**config.mk**
```make
export PLATFORM = sky130hd
export DESIGN_NAME = tfa_alarm_latch
export DESIGN_NICKNAME = d
export VERILOG_FILES = /design/src/logic/tfa_pkg.sv /design/src/logic/tfa_sync.sv /design/src/logic/tfa_press.sv /design/src/logic/tfa_alarm_latch.sv
export VERILOG_INCLUDE_DIRS = /design/src /design/src/logic
export SDC_FILE = /design/constraint.sdc
export NUM_CORES = 1
export LEC_CHECK = 0
export BUFFER_PORTS_ARGS = -buffer_cell sky130_fd_sc_hd__clkbuf_2
export CORE_MARGIN = 2
export CORE_UTILIZATION = 43
export DETAILED_ROUTE_END_ITERATION = 12
export PLACE_DENSITY = 0.67
export SYNTH_ARGS = -nofsm -noshare
export SYNTH_HDL_FRONTEND = slang
export SYNTH_SLANG_ARGS = --single-unit
```
**constraint.sdc**
```tcl
create_clock -name clock -period 1 [get_ports clock]
set_input_delay 0.1 -clock clock [delete_from_list [all_inputs] [get_ports clock]]
set_output_delay 0.1 -clock clock [all_outputs]
set_load 0.05 [all_outputs]
```
**src/logic/tfa_params.svh**
```systemverilog
`ifndef TFA_PARAMS_SVH
`define TFA_PARAMS_SVH

// Synchroniser depth for every asynchronous input.
`define TFA_SYNC_STAGES 2
// Number of comparator fault inputs.
`define TFA_NUM_FAULTS  4
// Fault input positions in the synchronised fault vector.
`define TFA_F_OVERV     0
`define TFA_F_UNDERV    1
`define TFA_F_WEAK      2
`define TFA_F_MISTUNE   3
// Reset value of every latch and output.
`define TFA_OFF         1'b0
// Active value of a pulse or a set latch.
`define TFA_ON          1'b1

`endif

```
**src/logic/tfa_pkg.sv**
```systemverilog
package tfa_pkg;

  // Pushbutton press tracker states.
  typedef enum logic [1:0] {
    TFA_BTN_IDLE = 2'b00,
    TFA_BTN_HELD = 2'b01
  } tfa_btn_e;

endpackage

```
**src/logic/tfa_sync.sv**
```systemverilog
`timescale 1ns/1ps
`default_nettype none
`include "tfa_params.svh"

module tfa_sync (
  // Clock and reset
  input  wire logic clock,
  input  wire logic nrst,
  // Asynchronous level and its synchronised copy
  input  wire logic async_in,
  output logic      sync_out
);

  logic meta_r;

  // The first stage feeds only the second stage.
  always_ff @(posedge clock) begin
    if (!nrst) begin
      meta_r   <= `TFA_OFF;
      sync_out <= `TFA_OFF;
    end else begin
      meta_r   <= async_in;
      sync_out <= meta_r;
    end
  end

endmodule

`default_nettype wire

```
**src/logic/tfa_press.sv**
```systemverilog
`timescale 1ns/1ps
`default_nettype none
`include "tfa_params.svh"

module tfa_press (
  // Clock and reset
  input  wire logic clock,
  input  wire logic nrst,
  // Synchronised button level and one-cycle press pulse
  input  wire logic level_in,
  output logic      press_pulse
);

  tfa_pkg::tfa_btn_e state_r;

  // A held button produces exactly one pulse until it is released.
  always_ff @(posedge clock) begin
    if (!nrst) begin
      state_r     <= tfa_pkg::TFA_BTN_IDLE;
      press_pulse <= `TFA_OFF;
    end else begin
      press_pulse <= `TFA_OFF;
      case (state_r)
        tfa_pkg::TFA_BTN_IDLE: begin
          if (level_in) begin
            state_r     <= tfa_pkg::TFA_BTN_HELD;
            press_pulse <= `TFA_ON;
          end
        end
        tfa_pkg::TFA_BTN_HELD: begin
          if (!level_in) begin
            state_r <= tfa_pkg::TFA_BTN_IDLE;
          end
        end
        default: begin
          state_r <= tfa_pkg::TFA_BTN_IDLE;
        end
      endcase
    end
  end

endmodule

`default_nettype wire

```
**src/logic/tfa_alarm_latch.sv**
```systemverilog
// Functional notes
// - An active overvoltage fault forces rf shutback for as long as it lasts.
// - The overvoltage lamp lights on detection and stays lit until a general reset.
// - The remote overvoltage output sinks only while the overvoltage fault is present.
// - Supply and weak-drive faults release shutback as soon as their inputs clear.
// - A general reset press clears latched supply lamps whose faults are gone, and the weak lamp once its fault and any mistune trip are gone.
// - An active undervoltage fault forces shutback and lights the undervoltage lamp.
// - The remote undervoltage output sinks only while the undervoltage fault is present.
// - The undervoltage lamp stays lit after the fault until a general reset.
// - A weak rf drive indication forces shutback and lights the weak drive lamp.
// - The remote drive-level output sinks while a weak drive condition exists.
// - The weak drive lamp stays lit after the condition until a general reset.
// - A mistune trip forces shutback and lights the mistuned drive lamp.
// - A mistune trip also lights the weak drive lamp and sinks the drive-level output.
// - A mistune trip holds shutback, its lamp and both remote drive outputs until cleared.
// - A mistune clear press drops that latch, its lamp, shutback and remote drive outputs only.
// - The remote mistuned output sinks while the mistune latch is set.
`timescale 1ns/1ps
`default_nettype none
`include "tfa_params.svh"

module tfa_alarm_latch (
  // Clock and reset
  input  wire logic clock,
  input  wire logic nrst,
  // Comparator fault inputs, asynchronous, active high
  input  wire logic overvoltage_fault,
  input  wire logic undervoltage_fault,
  input  wire logic weak_drive_fault,
  input  wire logic mistune_fault,
  // Pushbuttons, asynchronous, active high while pressed
  input  wire logic alarm_reset_btn,
  input  wire logic mistune_latch_clear,
  // Rf control
  output logic      rf_shutback,
  // Panel lamps, high means lit
  output logic      overvoltage_lamp,
  output logic      undervoltage_lamp,
  output logic      weak_drive_lamp,
  output logic      mistuned_drive_lamp,
  // Remote status, high means sinking to ground
  output logic      remote_overvoltage_out,
  output logic      remote_undervoltage_out,
  output logic      remote_drive_level_out,
  output logic      remote_mistuned_out
);

  // ----------------------------------------------------------------
  // Input synchronisation
  // ----------------------------------------------------------------

  logic [`TFA_NUM_FAULTS-1:0] fault_s;
  logic                       gen_lvl;
  logic                       tune_lvl;
  logic                       gen_press;
  logic                       tune_press;

  // The detectors are free-running comparators, so their levels move at any
  // instant; each one passes its own two-stage chain before any logic reads it.
  tfa_sync u_ov_sync (
    .clock    (clock),
    .nrst     (nrst),
    .async_in (overvoltage_fault),
    .sync_out (fault_s[`TFA_F_OVERV])
  );

  tfa_sync u_uv_sync (
    .clock    (clock),
    .nrst     (nrst),
    .async_in (undervoltage_fault),
    .sync_out (fault_s[`TFA_F_UNDERV])
  );

  tfa_sync u_wk_sync (
    .clock    (clock),
    .nrst     (nrst),
    .async_in (weak_drive_fault),
    .sync_out (fault_s[`TFA_F_WEAK])
  );

  tfa_sync u_mt_sync (
    .clock    (clock),
    .nrst     (nrst),
    .async_in (mistune_fault),
    .sync_out (fault_s[`TFA_F_MISTUNE])
  );

  tfa_sync u_gsync (
    .clock    (clock),
    .nrst     (nrst),
    .async_in (alarm_reset_btn),
    .sync_out (gen_lvl)
  );

  tfa_sync u_tsync (
    .clock    (clock),
    .nrst     (nrst),
    .async_in (mistune_latch_clear),
    .sync_out (tune_lvl)
  );

  tfa_press u_gpress (
    .clock       (clock),
    .nrst        (nrst),
    .level_in    (gen_lvl),
    .press_pulse (gen_press)
  );

  tfa_press u_tpress (
    .clock       (clock),
    .nrst        (nrst),
    .level_in    (tune_lvl),
    .press_pulse (tune_press)
  );

  // ----------------------------------------------------------------
  // Shared decoding
  // ----------------------------------------------------------------

  // A lamp or trip latch: a live set term holds it, and a press clears it
  // only once the set term is gone, so a fault present at the press survives.
  function automatic logic hold_next(
    input logic set_in,
    input logic held_in,
    input logic clear_in
  );
    return set_in | (held_in & ~clear_in);
  endfunction

  // Drive trouble is a weak drive level or a held mistune trip; shutback and
  // the drive-level status line must treat both alike.
  function automatic logic drive_trouble(
    input logic weak_in,
    input logic mistune_in
  );
    return weak_in | mistune_in;
  endfunction

  // ----------------------------------------------------------------
  // Alarm latch next values
  // ----------------------------------------------------------------

  logic ov_f;
  logic uv_f;
  logic wk_f;
  logic mt_f;
  logic ov_lamp_r;
  logic uv_lamp_r;
  logic wk_lamp_r;
  logic mt_lamp_r;
  logic mistune_r;
  logic shutback_r;
  logic ov_remote_r;
  logic uv_remote_r;
  logic drive_remote_r;
  logic mt_remote_r;
  logic wk_set;
  logic ov_nxt;
  logic uv_nxt;
  logic wk_nxt;
  logic mistune_nxt;
  logic drive_nxt;
  logic shutback_nxt;

  assign ov_f = fault_s[`TFA_F_OVERV];
  assign uv_f = fault_s[`TFA_F_UNDERV];
  assign wk_f = fault_s[`TFA_F_WEAK];
  assign mt_f = fault_s[`TFA_F_MISTUNE];

  // A held mistune trip keeps the weak lamp set, so the weak lamp can only go
  // out at a general reset that comes after the mistune clear.
  assign wk_set = wk_f | mt_f | mistune_r;

  // An active fault always wins over a reset press, so no event is lost.
  assign ov_nxt       = hold_next(ov_f, ov_lamp_r, gen_press);
  assign uv_nxt       = hold_next(uv_f, uv_lamp_r, gen_press);
  assign wk_nxt       = hold_next(wk_set, wk_lamp_r, gen_press);
  assign mistune_nxt  = hold_next(mt_f, mistune_r, tune_press);
  assign drive_nxt    = drive_trouble(wk_f, mistune_nxt);
  assign shutback_nxt = ov_f | uv_f | drive_nxt;

  // ----------------------------------------------------------------
  // Trip and lamp latches
  // ----------------------------------------------------------------

  // The mistune latch ignores the general reset; only its own button clears it.
  always_ff @(posedge clock) begin
    if (!nrst) begin
      mistune_r <= `TFA_OFF;
    end else begin
      mistune_r <= mistune_nxt;
    end
  end

  // Lamps are cleared only by a press, never by a fault going away.
  always_ff @(posedge clock) begin
    if (!nrst) begin
      ov_lamp_r <= `TFA_OFF;
    end else begin
      ov_lamp_r <= ov_nxt;
    end
  end

  always_ff @(posedge clock) begin
    if (!nrst) begin
      uv_lamp_r <= `TFA_OFF;
    end else begin
      uv_lamp_r <= uv_nxt;
    end
  end

  // The weak lamp also records mistune trips, since a detuned drive is a
  // drive fault as far as the operator is concerned.
  always_ff @(posedge clock) begin
    if (!nrst) begin
      wk_lamp_r <= `TFA_OFF;
    end else begin
      wk_lamp_r <= wk_nxt;
    end
  end

  // The mistune lamp has a flip-flop of its own beside the trip latch, so the
  // lamp driver and the trip logic load separate nets.
  always_ff @(posedge clock) begin
    if (!nrst) begin
      mt_lamp_r <= `TFA_OFF;
    end else begin
      mt_lamp_r <= mistune_nxt;
    end
  end

  // ----------------------------------------------------------------
  // Shutback and remote status
  // ----------------------------------------------------------------

  // Shutback follows live faults and the held trip only, so latched lamps
  // never hold power down.
  // A detector edge reaches shutback three clock edges later; the two sync
  // stages and the output flip-flop cost that much, but against the analog fault time scales this is
  // still an immediate trip.
  always_ff @(posedge clock) begin
    if (!nrst) begin
      shutback_r <= `TFA_OFF;
    end else begin
      shutback_r <= shutback_nxt;
    end
  end

  // The remote lines report live conditions and never latch, except through
  // the held mistune trip.
  always_ff @(posedge clock) begin
    if (!nrst) begin
      ov_remote_r <= `TFA_OFF;
    end else begin
      ov_remote_r <= ov_f;
    end
  end

  always_ff @(posedge clock) begin
    if (!nrst) begin
      uv_remote_r <= `TFA_OFF;
    end else begin
      uv_remote_r <= uv_f;
    end
  end

  always_ff @(posedge clock) begin
    if (!nrst) begin
      drive_remote_r <= `TFA_OFF;
    end else begin
      drive_remote_r <= drive_nxt;
    end
  end

  always_ff @(posedge clock) begin
    if (!nrst) begin
      mt_remote_r <= `TFA_OFF;
    end else begin
      mt_remote_r <= mistune_nxt;
    end
  end

  // ----------------------------------------------------------------
  // Outputs
  // ----------------------------------------------------------------

  // Every output is a flip-flop of its own, so no pin glitches while the
  // latch terms around it settle.
  assign rf_shutback             = shutback_r;
  assign overvoltage_lamp        = ov_lamp_r;
  assign undervoltage_lamp       = uv_lamp_r;
  assign weak_drive_lamp         = wk_lamp_r;
  assign mistuned_drive_lamp     = mt_lamp_r;
  assign remote_overvoltage_out  = ov_remote_r;
  assign remote_undervoltage_out = uv_remote_r;
  assign remote_drive_level_out  = drive_remote_r;
  assign remote_mistuned_out     = mt_remote_r;

endmodule

`default_nettype wire

```
==> summary.md <==
| Metric | Value |
|---|---|
| Synth warn | 0 |
| Full die area | 1940 sq um |
| Slew Viols, Final | 0 |
| Most common cell after layout, fill and taps aside | dfxtp_1 |
| Reg2reg setup slack | -0.05 ns |
| Number of post-CTS setup repair buffers | 0 |
| Flops & latches, synth | 24 |
| Main combinational cell family by area after synthesis | simple AND/OR/NAND/NOR gates |
| DRT Wirelength | 863 um |
| Clock buffer count from CTS | 3 |
| Critical Path Fanout Max | 3 |
| Post-Syn Area per Cell | 12.3 sq um |
| Grt ovf | 0 |
| Total of max-cap violations | 0 |
| Violated checks | setup timing |
| First-pass GRT wire length | 1.39 mm |
| DR vias | 411 |
| Max VDD drop | 1.07 mV |
| Compound-cell area share of the yosys netlist | 7.43% |
| Clock Skews | 0.00177 ns |
| Largest net degree at the start of global routing | 17 |
| Cell-by-cell trace of the critical path | or2_1 > o41a_1 |
| CORE AREA | 1510 sq um |
| Initial antenna violation count | 0 |
| Die extent in y | 44.1 um |
| Synth Area in XOR/XNOR | 0% |
| Vias/cell | 4.42 |
| Unrepaired setup endpoints after global routing | yes |
| CTS tree | done |
| Period minus WS final | 1.05 ns |
| Mapped Cells | 56 |
| Total Nets Final | 87 |
| Worst Tran Pin Value | 0.246 ns |
| Synth Area in Adders | 0% |
| Hold Crit Class | in2reg |
| Crit Path Class | reg2reg |
| Antenna Diode Count | 0 |
| Fill cells | 131 |
| Rows | 14 |
| Initial Utilization | 45.8% |
| Mux contribution to synthesized area | 0% |
| Final hold viol count | 0 |
| CP max stage delay | 0.38 ns |
| Starting DRT DRC Count | 1 |
| Port bufs | 16 |
| Status | finished with violations |
| DIE WIDTH | 44.1 um |
| Mapped cell area | 691 sq um |
| Residual DRC | 0 |
| CP startpoint kind | flop |
| Post-Synth Simple-Gate Area | 20.8% |
| CTS sink cnt | 24 |
| Vias in the first global route | 339 |
| CP Buf/Inv Count | 0 |
| Dominant cells by area after synthesis | dfxtp_1, and2_1, nor2b_1, o21a_1, o41a_1 |
| Pwr dens | 1810 nW/um^2 |
| I/O Pins | 17 |
| Dpl cells | 86 |
| Post-Layout Cell Count | 93 |
| CTS root buf | clkbuf_4 |
| Routability congestion estimate | 0.680 |
| Crit path max-delay family | compound AO/OA/AOI/OAI gates |
| Post-synth cell types | 9 |
| Top cell type's share of synthesized area | 69.6% |
| Routed length per instance | 9.28 um |
| Fmax | 953 MHz |
| P_leak | 0.394 nW |
| Sequential area share after synthesis | 69.6% |
| Total GRT Usage | 10.1% |
| Post-route ant nets | 0 |
| Slew margin rel. | 83.7% |
| Critical-path top delay cell | o41a_1 |
| WP data required | 1.18 ns |
| Final worst-path cycle share | 105% |
| Detail Placement HPWL | 596 um |
| H-tree depth | 1 |
| Final number of setup-violating endpoints | 1 |
| Layout cells sized above 1 | 29.9% |
| Clk_lat worst skew | 0.29 ns |
| Fin worst setup slack | -0.0494 ns |
| CTS clk-pin slew, worst paths | 0.11 ns |
| Critical Path Sink Type | flop |
| Area growth, synth to finish | 26.8% |
| Clock Tree Buf Depth | 2 |
| Most frequent cells in the layout | dfxtp_1, and2_1, clkbuf_2 |
| Final Core Density | 58.1% |
| Yosys top cell by area | dfxtp_1 |
| Worst EP arrival | 1.23 ns |
| Syn_nets | 64 |
| Pre-antenna DRT Iters | 2 |
[layout make-up]
class                   count  area [sq um]  share of cell area, %
multi-input cells          29           195                   22.3
repair buffers             21           155                   17.7
flip-flops and latches     24           483                   55.1
clock buffers               3          22.5                   2.57
well taps                  16          20.0                   2.29
[worst reg2reg max path, stage by stage, from the launching register on]
cell	delay, ns
dfxtp_1	0.31
or2_1	0.25
o41a_1	0.38
[logic make-up after synthesis]
logic type	count (synthesis)
buffers and inverters	3
and+or+nand+nor	23
AOI/OAI and AO/OA	6
DFF	24
[power by group]
| group | switching (W) | total (W) | internal [W] |
|---|---|---|---|
| clock network | 0.000240 | 0.000380 | 0.000140 |
| logic | 0.000107 | 0.000185 | 0.0000783 |
| registers | 0.0000154 | 0.00102 | 0.00100 |
| total | 0.000363 | 0.00158 | 0.00122 |
[per-layer routing]
layer / part of all wire, % / track usage (%) / vias up
met4: 0.58 / 5.45 / 0
met5: 0 / 0 / -
li1: - / - / 220
met3: 5.4 / 2.45 / 2
met1: 47 / 11.6 / 176
met2: 46 / 17.4 / 13
[final timing paths]
| kind | start | endpoint | cells past startpoint |
|---|---|---|---|
| worst min-delay path | mistune_fault | u_mt_sync.meta_r | 2 |
| worst max register to register | u_wk_sync.sync_out | rf_shutback | 2 |
| worst max-delay path | u_wk_sync.sync_out | rf_shutback | 2 |
| worst min register to register | u_tpress.state_r[0] | u_tpress.press_pulse | 1 |
[what timing repair did]
| item | in CTS | in global routing |
|---|---|---|
| setup endpoints to repair | 7 | 9 |
| hold endpoints to repair | 3 | 1 |
| resized for setup | 6 | 12 |
| gates cloned | 0 | 0 |
| pin swaps | 1 | 0 |
| hold buffers | 3 | 1 |
[Yosys cell counts]
master / number
or2_1: 1
o21a_1: 4
and2_1: 16
nor2b_1: 6
o31a_2: 1
clkbuf_1: 2
o41a_1: 1
dfxtp_1: 24
buf_4: 1
[stage by stage]
step / total power, W / hold WS [ns] / instance area [sq um] / TNS (ns) / setup slack (ns)
after floorplan: 0.00116 / 0.227 / 693 / 0 / 0.00165
after global placement: 0.00120 / 0.307 / 786 / -0.0130 / -0.0130
after detailed placement: 0.00120 / 0.311 / 786 / -0.0512 / -0.0512
after CTS: 0.00159 / 0.00193 / 853 / -0.0512 / -0.0512
after global routing: 0.00167 / 0.00773 / 876 / -0.0779 / -0.0779
final: 0.00158 / 0.00486 / 876 / -0.0494 / -0.0494
(Power assumes the default switching activity.)
